<file path="config.mk">
export PLATFORM = sky130hd
export DESIGN_NAME = adc_result_regs
export DESIGN_NICKNAME = d
export VERILOG_FILES = /design/src/adc_pkg.sv /design/src/adc_result_regs.sv
export SDC_FILE = /design/constraint.sdc
export NUM_CORES = 1
export LEC_CHECK = 0
export BUFFER_PORTS_ARGS = -buffer_cell sky130_fd_sc_hd__buf_2
export CORE_UTILIZATION = 50
export CTS_CLUSTER_SIZE = 20
export DETAILED_ROUTE_END_ITERATION = 16
export PLACE_DENSITY = 0.81
export SYNTH_ARGS = -nofsm -noshare
export SYNTH_HDL_FRONTEND = slang
export SYNTH_SLANG_ARGS = --single-unit
</file>
<file path="constraint.sdc">
create_clock -name pclk -period 4.3 [get_ports pclk]
set_input_delay 0.86 -clock pclk [delete_from_list [all_inputs] [get_ports pclk]]
set_output_delay 0.86 -clock pclk [all_outputs]
set_load 0.02 [all_outputs]
</file>
<file path="src/adc_pkg.sv">
// Constants, field layouts and types for the converter register block
// Overview of operation
// RL1: Left mode: result bits 1-0 to low 7-6
// RL2: Left mode: result bits 9-2 to high
// RL3: Right mode: result bits 9-8 to high 1-0
// RL4: Right mode: result bits 7-0 to low
// RL5: Results read/write, untouched by reset
// RL6: Software waits acquisition time before start
// RL7: Start bit set by software, hardware clears
// RL8: Unused result bits forced to zero
// RL9: Results load with start bit clear
package adc_pkg;

  // Register byte offsets
  localparam logic [7:0] ADDR_CTRL0  = 8'h00;
  localparam logic [7:0] ADDR_CTRL1  = 8'h04;
  localparam logic [7:0] ADDR_RES_HI = 8'h08;
  localparam logic [7:0] ADDR_RES_LO = 8'h0C;
  localparam logic [7:0] ADDR_STATE  = 8'h10;
  localparam logic [7:0] ADDR_IRQ_ST = 8'h14;
  localparam logic [7:0] ADDR_IRQ_MK = 8'h18;

  localparam logic [7:0] CTRL0_RST = 8'h00;
  localparam logic [7:0] CTRL1_RST = 8'h00;
  localparam logic [1:0] IRQ_RST   = 2'h0;

  // Event bits of status and mask
  localparam int IRQ_DONE = 0;
  localparam int IRQ_ACQ  = 1;

  // Converter timing
  localparam int TACQ_NS     = 4970;
  localparam int CLK_NS      = 8;
  localparam int ACQ_CYCLES  = (TACQ_NS + CLK_NS - 1) / CLK_NS;
  localparam int CONV_TAD    = 11;
  localparam int FRC_DIV     = 4;
  localparam int CNT_W       = 10;

  typedef struct packed {
    logic       unused;
    logic [4:0] channel_select;
    logic       go;
    logic       converter_on;
  } ctrl0_t;

  typedef struct packed {
    logic       justify_select;
    logic [2:0] conv_clock_select;
    logic       unused;
    logic       neg_ref_select;
    logic [1:0] pos_ref_select;
  } ctrl1_t;

  typedef struct packed {
    logic [7:0] high;
    logic [7:0] low;
  } result_t;

endpackage : adc_pkg

</file>
<file path="src/adc_result_regs.sv">
// Converter control, result formatting and APB register slave
//
// Our own choices: the APB interface to the registers and the address map.
`timescale 1ns/10ps
module adc_result_regs
  import adc_pkg::*;
(
  // Clock and reset
  input  wire logic        pclk,
  input  wire logic        presetn,
  // APB slave
  input  wire logic        psel,
  input  wire logic        penable,
  input  wire logic        pwrite,
  input  wire logic [7:0]  paddr,
  input  wire logic [31:0] pwdata,
  output      logic [31:0] prdata,
  output      logic        pready,
  output      logic        pslverr,
  // Analog front end
  input  wire logic [9:0]  sample_code,
  output      logic        converter_on,
  output      logic [4:0]  channel_select,
  output      logic        conv_busy,
  // Interrupt
  output      logic        irq
);

  // Cycles per conversion clock period
  function automatic logic [CNT_W-1:0] tad_cycles(input logic [2:0] sel);
    logic [CNT_W-1:0] d;
    d = CNT_W'(FRC_DIV);
    unique case (sel)
      3'h0:    d = CNT_W'(2);
      3'h1:    d = CNT_W'(8);
      3'h2:    d = CNT_W'(32);
      3'h4:    d = CNT_W'(4);
      3'h5:    d = CNT_W'(16);
      3'h6:    d = CNT_W'(64);
      default: d = CNT_W'(FRC_DIV);
    endcase
    return d;
  endfunction : tad_cycles

  function automatic result_t format_result(input logic [9:0] code,
                                            input logic       right);
    result_t r;
    if (right) begin
      r.high = {6'h00, code[9:8]};          // see RL3, see RL8
      r.low  = code[7:0];                   // see RL4
    end else begin
      r.high = code[9:2];                   // see RL2
      r.low  = {code[1:0], 6'h00};          // see RL1, see RL8
    end
    return r;
  endfunction : format_result

  // State
  ctrl0_t           ctrl0_q, ctrl0_d;
  ctrl1_t           ctrl1_q, ctrl1_d;
  result_t          res_q, res_d;
  logic [1:0]       stat_q, stat_d;
  logic [1:0]       mask_q, mask_d;
  logic [CNT_W-1:0] cnt_q, cnt_d;
  logic [CNT_W-1:0] acq_q, acq_d;
  logic [31:0]      prdata_q, prdata_d;
  logic             pready_q, pready_d;
  logic             pslverr_q, pslverr_d;
  logic             irq_q, irq_d;

  logic             xfer;
  logic             wr;
  logic             conv_end;
  logic             acq_hit;
  logic [CNT_W-1:0] conv_len;
  ctrl0_t           wr0;

  // One wait state so every answer comes from a flip-flop
  assign xfer     = psel && penable && pready_q;
  assign wr       = xfer && pwrite;
  assign wr0      = ctrl0_t'(pwdata[7:0]);
  assign conv_len = CNT_W'(CONV_TAD) * tad_cycles(ctrl1_q.conv_clock_select);
  assign conv_end = ctrl0_q.go && (cnt_q == conv_len - CNT_W'(1));
  assign acq_hit  = (acq_q == CNT_W'(ACQ_CYCLES - 1));

  // Control, sequencing and events
  always_comb begin
    ctrl0_d = ctrl0_q;
    ctrl1_d = ctrl1_q;
    mask_d  = mask_q;
    stat_d  = stat_q;
    cnt_d   = ctrl0_q.go ? cnt_q + CNT_W'(1) : '0;
    acq_d   = acq_q;
    if (wr && paddr == ADDR_CTRL0) begin
      ctrl0_d.channel_select = wr0.channel_select;
      ctrl0_d.converter_on   = wr0.converter_on;
      // Clearing the bit while busy aborts with no result
      if (ctrl0_q.go) begin
        ctrl0_d.go = wr0.go;
      end else begin
        ctrl0_d.go = wr0.go && wr0.converter_on;         // see RL7
      end
      if (ctrl0_d.go && !ctrl0_q.go) begin
        cnt_d = '0;
      end
    end
    if (wr && paddr == ADDR_CTRL1) begin
      ctrl1_d      = ctrl1_t'(pwdata[7:0]);
      ctrl1_d.unused = 1'b0;
    end
    if (wr && paddr == ADDR_IRQ_MK) begin
      mask_d = pwdata[1:0];
    end
    if (wr && paddr == ADDR_IRQ_ST) begin
      stat_d = stat_q & ~pwdata[1:0];
    end
    if (conv_end) begin
      ctrl0_d.go = 1'b0;                                 // see RL7, see RL9
    end
    if (!ctrl0_d.converter_on) begin
      ctrl0_d.go = 1'b0;
    end
    // Acquisition timer restarts on any channel change
    if (!ctrl0_d.converter_on ||
        ctrl0_d.channel_select != ctrl0_q.channel_select ||
        ctrl0_q.go) begin
      acq_d = '0;                                        // see RL6
    end else if (acq_q != CNT_W'(ACQ_CYCLES)) begin
      // Parks at the full count so the ready bit stays up
      acq_d = acq_q + CNT_W'(1);
    end
    // Set wins over a clear in the same cycle
    if (conv_end) begin
      stat_d[IRQ_DONE] = 1'b1;
    end
    if (acq_hit && acq_d == CNT_W'(ACQ_CYCLES)) begin
      stat_d[IRQ_ACQ] = 1'b1;
    end
    ctrl0_d.unused = 1'b0;
    irq_d = |(stat_q & mask_q);
  end

  always_ff @(posedge pclk or negedge presetn) begin
    if (!presetn) begin
      ctrl0_q <= ctrl0_t'(CTRL0_RST);
      ctrl1_q <= ctrl1_t'(CTRL1_RST);
      stat_q  <= IRQ_RST;
      mask_q  <= IRQ_RST;
      cnt_q   <= '0;
      acq_q   <= '0;
      irq_q   <= 1'b0;
    end else begin
      ctrl0_q <= ctrl0_d;
      ctrl1_q <= ctrl1_d;
      stat_q  <= stat_d;
      mask_q  <= mask_d;
      cnt_q   <= cnt_d;
      acq_q   <= acq_d;
      irq_q   <= irq_d;
    end
  end

  // Results: hardware load wins over a software write
  always_comb begin
    res_d = res_q;
    if (wr && paddr == ADDR_RES_HI) begin
      res_d.high = pwdata[7:0];                          // see RL5
    end
    if (wr && paddr == ADDR_RES_LO) begin
      res_d.low = pwdata[7:0];                           // see RL5
    end
    if (conv_end) begin
      res_d = format_result(sample_code, ctrl1_q.justify_select); // see RL9
    end
  end

  // No reset: contents survive every reset, unknown at power-up
  always_ff @(posedge pclk) begin
    res_q <= res_d;                                      // see RL5
  end

  // APB answer path
  // Reads capture state in the cycle before the answer
  always_comb begin
    pready_d  = psel && penable && !pready_q;
    pslverr_d = 1'b0;
    prdata_d  = prdata_q;
    if (pready_d) begin
      prdata_d = '0;
      unique case (paddr)
        ADDR_CTRL0:  prdata_d[7:0] = ctrl0_q;
        ADDR_CTRL1:  prdata_d[7:0] = ctrl1_q;
        ADDR_RES_HI: prdata_d[7:0] = res_q.high;
        ADDR_RES_LO: prdata_d[7:0] = res_q.low;
        ADDR_STATE:  prdata_d[1:0] = {acq_q == CNT_W'(ACQ_CYCLES), ctrl0_q.go};
        ADDR_IRQ_ST: prdata_d[1:0] = stat_q;
        ADDR_IRQ_MK: prdata_d[1:0] = mask_q;
        default:     pslverr_d     = 1'b1;
      endcase
    end
  end

  always_ff @(posedge pclk or negedge presetn) begin
    if (!presetn) begin
      prdata_q  <= '0;
      pready_q  <= 1'b0;
      pslverr_q <= 1'b0;
    end else begin
      prdata_q  <= prdata_d;
      pready_q  <= pready_d;
      pslverr_q <= pslverr_d;
    end
  end

  assign prdata         = prdata_q;
  assign pready         = pready_q;
  assign pslverr        = pslverr_q;
  assign converter_on   = ctrl0_q.converter_on;
  assign channel_select = ctrl0_q.channel_select;
  assign conv_busy      = ctrl0_q.go;
  assign irq            = irq_q;

  // Checks
  chk_left_low: assert property (@(posedge pclk) disable iff (!presetn) // see RL1
    conv_end && !ctrl1_q.justify_select
      |=> res_q.low == {$past(sample_code[1:0]), 6'h00})
    else $error("left low result wrong");

  chk_left_high: assert property (@(posedge pclk) disable iff (!presetn) // see RL2
    conv_end && !ctrl1_q.justify_select
      |=> res_q.high == $past(sample_code[9:2]))
    else $error("left high result wrong");

  chk_right_high: assert property (@(posedge pclk) disable iff (!presetn) // see RL3
    conv_end && ctrl1_q.justify_select
      |=> res_q.high[1:0] == $past(sample_code[9:8]) && res_q.high[7:2] == 6'h00)
    else $error("right high result wrong");

  chk_right_low: assert property (@(posedge pclk) disable iff (!presetn) // see RL4
    conv_end && ctrl1_q.justify_select |=> res_q.low == $past(sample_code[7:0]))
    else $error("right low result wrong");

  chk_result_hold: assert property (@(posedge pclk) disable iff (!presetn) // see RL5
    !conv_end && !(wr && (paddr == ADDR_RES_HI || paddr == ADDR_RES_LO))
      |=> $stable(res_q))
    else $error("result changed with no cause");

  chk_go_clear: assert property (@(posedge pclk) disable iff (!presetn) // see RL7
    $rose(ctrl0_q.go) |-> ctrl0_q.go [*2] ##[0:720] !ctrl0_q.go)
    else $error("conversion did not finish in time");

  chk_same_cycle: assert property (@(posedge pclk) disable iff (!presetn) // see RL9
    conv_end |=> !ctrl0_q.go && stat_q[IRQ_DONE])
    else $error("end of conversion not reported");

  // Done event must reach the pin two edges after the load
  chk_irq_level: assert property (@(posedge pclk) disable iff (!presetn) // see RL9
    conv_end && mask_q[IRQ_DONE] && !(wr && paddr == ADDR_IRQ_MK) |=> ##1 irq_q)
    else $error("done event raised no interrupt");

  // Software writes to the results land when no load competes
  chk_write_high: assert property (@(posedge pclk) disable iff (!presetn) // see RL5
    wr && paddr == ADDR_RES_HI && !conv_end |=> res_q.high == $past(pwdata[7:0]))
    else $error("result high write lost");

  chk_write_low: assert property (@(posedge pclk) disable iff (!presetn) // see RL5
    wr && paddr == ADDR_RES_LO && !conv_end |=> res_q.low == $past(pwdata[7:0]))
    else $error("result low write lost");

  // Reserved positions of the loaded word must read as zero
  chk_unused_zero: assert property (@(posedge pclk) disable iff (!presetn) // see RL8
    conv_end |=> ($past(ctrl1_q.justify_select) ? res_q.high[7:2] : res_q.low[5:0]) == 6'h00)
    else $error("unused result bits not zero");

  chk_start_busy: assert property (@(posedge pclk) disable iff (!presetn) // see RL7
    wr && paddr == ADDR_CTRL0 && wr0.go && wr0.converter_on && !ctrl0_q.go |=> ctrl0_q.go)
    else $error("start request not taken");

  chk_go_needs_on: assert property (@(posedge pclk) disable iff (!presetn) // see RL7
    ctrl0_q.go |-> ctrl0_q.converter_on)
    else $error("busy while converter off");

  chk_refuse_off: assert property (@(posedge pclk) disable iff (!presetn) // see RL7
    wr && paddr == ADDR_CTRL0 && !wr0.converter_on |=> !ctrl0_q.go)
    else $error("start taken with converter off");

  chk_go_hold: assert property (@(posedge pclk) disable iff (!presetn) // see RL7
    ctrl0_q.go && !conv_end && !(wr && paddr == ADDR_CTRL0) |=> ctrl0_q.go)
    else $error("busy dropped before the end");

  chk_busy_read: assert property (@(posedge pclk) disable iff (!presetn) // see RL7
    pready_d && paddr == ADDR_CTRL0 |=> prdata_q[1] == $past(ctrl0_q.go))
    else $error("status bit read wrong");

  // Any channel change must restart the acquisition wait
  chk_acq_restart: assert property (@(posedge pclk) disable iff (!presetn) // see RL6
    $changed(ctrl0_q.channel_select) |-> acq_q == CNT_W'(0))
    else $error("acquisition not restarted on channel change");

  chk_acq_off: assert property (@(posedge pclk) disable iff (!presetn) // see RL6
    !ctrl0_q.converter_on |-> acq_q == CNT_W'(0))
    else $error("acquisition counted while off");

endmodule : adc_result_regs

</file>
==> out/results.env <==
OUTCOME='complete, no violations'
CRITPATHLAUNCHTYPE='flop'
SYNTHFLOPTYPE='dfrtp_1'
SYNTH.MUX.AREA_FRACTION=0.0933
REGISTER_AREA_SQ_UM=1710
DIE_HEIGHT_UM=94.8
FIN_TNS_SETUP_NS=0
CRIT_ARRIVAL_NS=4.24
CTS_TREE='done'
WORST-R2R-SETUP-SLACK_NS=0.16
DRTANTENNAVIOLNETS=0
ASYNC_FLOP_SHARE=0.754
SYNTH.AVG_CELL_AREA_SQ_UM=9.74
HP-CLASS='reg2reg'
POST-ROUTE-PERIOD-UTIL=0.962
POST_SYNTH_NUM_CELL_TYPES=65
DR_TOTAL_VIAS=3285
GR-TOTAL-OVERFLOW=0
CELL_TYPES_WITH_THE_LARGEST_AREA_SHARE_AFTER_SYNTHESIS='dfrtp_1, edfxtp_1, mux2i_1'
CTS_MAX_LEVEL=3
SYNTH_COMPOUND_GATE_AREA_SHARE=0.112
YOSYS.CELL_COUNT.TOP_TYPE='dfrtp_1'
CORE_SQ_UM=8260
COMBINATIONAL_FAMILY_WITH_THE_MOST_AREA_AFTER_SYNTHESIS='simple AND/OR/NAND/NOR gates'
SYNTH-SEQ-CELLS=65
ROUTED_WL_UM=8870
DRT_WL_CELL_UM=14.9
FINAL_CELL_AREA_SQ_UM=4760
YOSYS.AREA_SHARE.ADDER=0.0622
AREAGROWTHSYNTHTOFINISH_PCT=10.5
SETUP_SKEW_AFTER_LAYOUT_NS=0.00769
DETAIL_ROUTE.ITER0.VIOLATIONS=194
SLEW_VIOLATIONS=0
NETLIST_INSTANCES=442
DESIGN.PORTCOUNT=97
YOSYSTOPAREACELL='dfrtp_1'
NUMCLOCKSINKS=65
ANTENNA_VIOLATIONS_BEFORE_REPAIR=0
POST_ROUTE_CELLS_DRIVE_ABOVE_1_SHARE=0.184
SYNTH_SIMPLE_GATE_AREA_SHARE=0.186
SYNTH_XOR_XNOR_AREA_SHARE=0.0634
WORST-ENDPOINT-REQUIRED_NS=4.40
ROUTE.DETAILED.VIAS_PER_INST=5.52
SYNTH-EDFF-COUNT=16
SEQ_TOTAL_AREA_YOSYS=0.396
NUM-NETS-FINAL=559
SYN_AREA_SQ_UM=4310
GRT_START_MAX_NET_PINS=50
TIMING_HOLD_VIOLATIONS_FINAL=0
FP.DIEW_UM=94.8
YOSYSWARNINGCOUNT=0
FMAX_MHz=242
FINALSETUPVIOLCOUNT=0
WORST_SKEW_PAIR_LATER_PIN_LATENCY_NS=0.35
GRT_PASS1_VIAS=3020
LAYOUT.FILLER_CELLS=715
IR_DROP_V=0.000348
PATH_CLK_SLEW_NS=0.08
WORST-SLEW-PIN-TRANSITION_NS=1.09
CRITICAL_PATH_CLASS='reg2reg'
SYNTHTOPCELLSBYCOUNT='dfrtp_1, nand2_1, o21ai_0'
MULTIINPUTGATEAREA_SQ_UM=2330
SYNTHDOMINANTCELLAREASHARE=0.285
CTS-BUFFERS-INSERTED=9
GROUTE.USAGE.OVERALL=0.212
START_UTIL=0.521
PATH_MAX_FANOUT=18
WIRE_LENGTH_OF_THE_FIRST_GLOBAL_ROUTING_PASS_UM=14500
FIRST_PASS_ITERS=5
LAYOUT_MIN_CYCLE_TIME_NS=4.14
CRITPATHCAPTURETYPE='flop'
MAXSLEWHEADROOM=0.276
CTSROOTBUFFERMASTER='clkbuf_8'
DIE_AREA_SQ_UM=8990
NUMPORTBUFFERS=48
ANTENNA_CELLS=0
REPORTED_LEAKAGE_POWER_nW=2.31
PLACEMENT.CELL_AREA_SQ_UM=4520
HPWL_UM=6520
POWER-PER-CELL-AREA_nW_PER_UM2=276
GP_ROUTABILITY_CONGESTION=0.843
DRT_DRC_VIOLATIONS_LEFT=0
RSZ0062_AT_GRT='false'
DRV.MAX_CAP_VIOLATION_COUNT=0
PLACEMENT_ROWS=33
CTS_MAX_PATH_BUFFERS=2
==> per-layer routing <==
layer | track usage | vias up | routed length (um)
met4 | 0.0758 | 0 | 108
met3 | 0.0443 | 10 | 534
li1 | - | 1593 | -
met1 | 0.293 | 1556 | 3950
met2 | 0.329 | 126 | 4270
met5 | 0 | - | 0
==> flip-flops by register name, indices dropped and copies added, names as in the netlist, 2 cells and up <==
name,cells
acq_q,10
channel_select,5
cnt_q,10
ctrl1_q,7
mask_q,2
prdata,8
res_q,16
stat_q,2
==> critical path, cell delays in order, from the launching register on <==
cell	delay, ns
dfrtp_2	0.44
or3_1	0.42
nor2b_1	0.21
nor2_1	0.12
ha_1	0.25
fa_1	0.45
ha_2	0.32
a21oi_2	0.18
xnor3_1	0.23
a2111o_1	0.41
o41ai_2	0.07
nand4_1	0.23
buf_12	0.23
mux2_1	0.33
==> kinds of logic (layout without fill, tap and decap cells) <==
kind of cell	Yosys count	count (layout)
AOI/OAI and AO/OA	71	71
xor gates and xnor gates	28	28
adders and majority gates	19	19
buffers and inverters	67	91
DFF	65	65
muxes	37	37
other	1	25
and+or+nand+nor	154	154
==> final cells by class <==
cell class	instances	share of cell area
clock buffer	9	0.0260
clock inverter	7	0.0200
inverter	23	0.0181
multi-input combinational	334	0.490
sequential	65	0.359
tap	105	0.0276
timing repair buffer	52	0.0594
==> cell usage in the layout (no fill, tap or decap), types with 8 or more instances in the layout <==
master    instances
dfrtp_1          48
buf_2            48
nand2_1          47
o21ai_0          28
conb_1           25
nor2_1           24
mux2i_1          24
inv_1            23
nand3_1          18
xnor2_1          18
edfxtp_1         16
ha_1             14
and2_1           10
clkbuf_8          9
and3_1            8
xor2_1            8
==> per-stage QoR <==
step / cells / utilization / hold WS, ns / setup WS (ns) / total power [W]
detailed placement: 579 / 0.548 / 0.476 / 0.109 / 0.000750
global placement: 579 / 0.548 / 0.460 / 0.200 / 0.000748
CTS: 595 / 0.574 / 0.491 / 0.0738 / 0.00131
finish: 595 / 0.576 / 0.483 / 0.163 / 0.00131
global route: 595 / 0.576 / 0.511 / 0.0283 / 0.00135
floorplan: 466 / - / 0.449 / 0.279 / 0.000730
==> power breakdown <==
group | internal [W] | switching [W]
Sequential | 0.000634 | 0.00000131
Combinational | 0.0000332 | 0.0000706
Clock | 0.000326 | 0.000246
==> worst paths after layout <==
| check | startpoint | endpoint | depth (start not counted) |
|---|---|---|---|
| worst max-delay path | ctrl1_q[4] | res_q[14] | 13 |
| worst min register to register | prdata[2] | prdata[2] | 2 |
| max in group asynchronous | presetn | ctrl1_q[4] | 1 |
| worst max register to register | ctrl1_q[4] | res_q[14] | 13 |
| min in group asynchronous | presetn | acq_q[3] | 1 |
| worst min-delay path | prdata[2] | prdata[2] | 2 |
==> what timing repair did <==
action | CTS | global route
resized for setup | 0 | 4
hold buffers | 0 | 0
endpoints found under the setup margin | 0 | 4
setup buffers | 0 | 0
No activity file was read; power rests on OpenSTA's default activity.
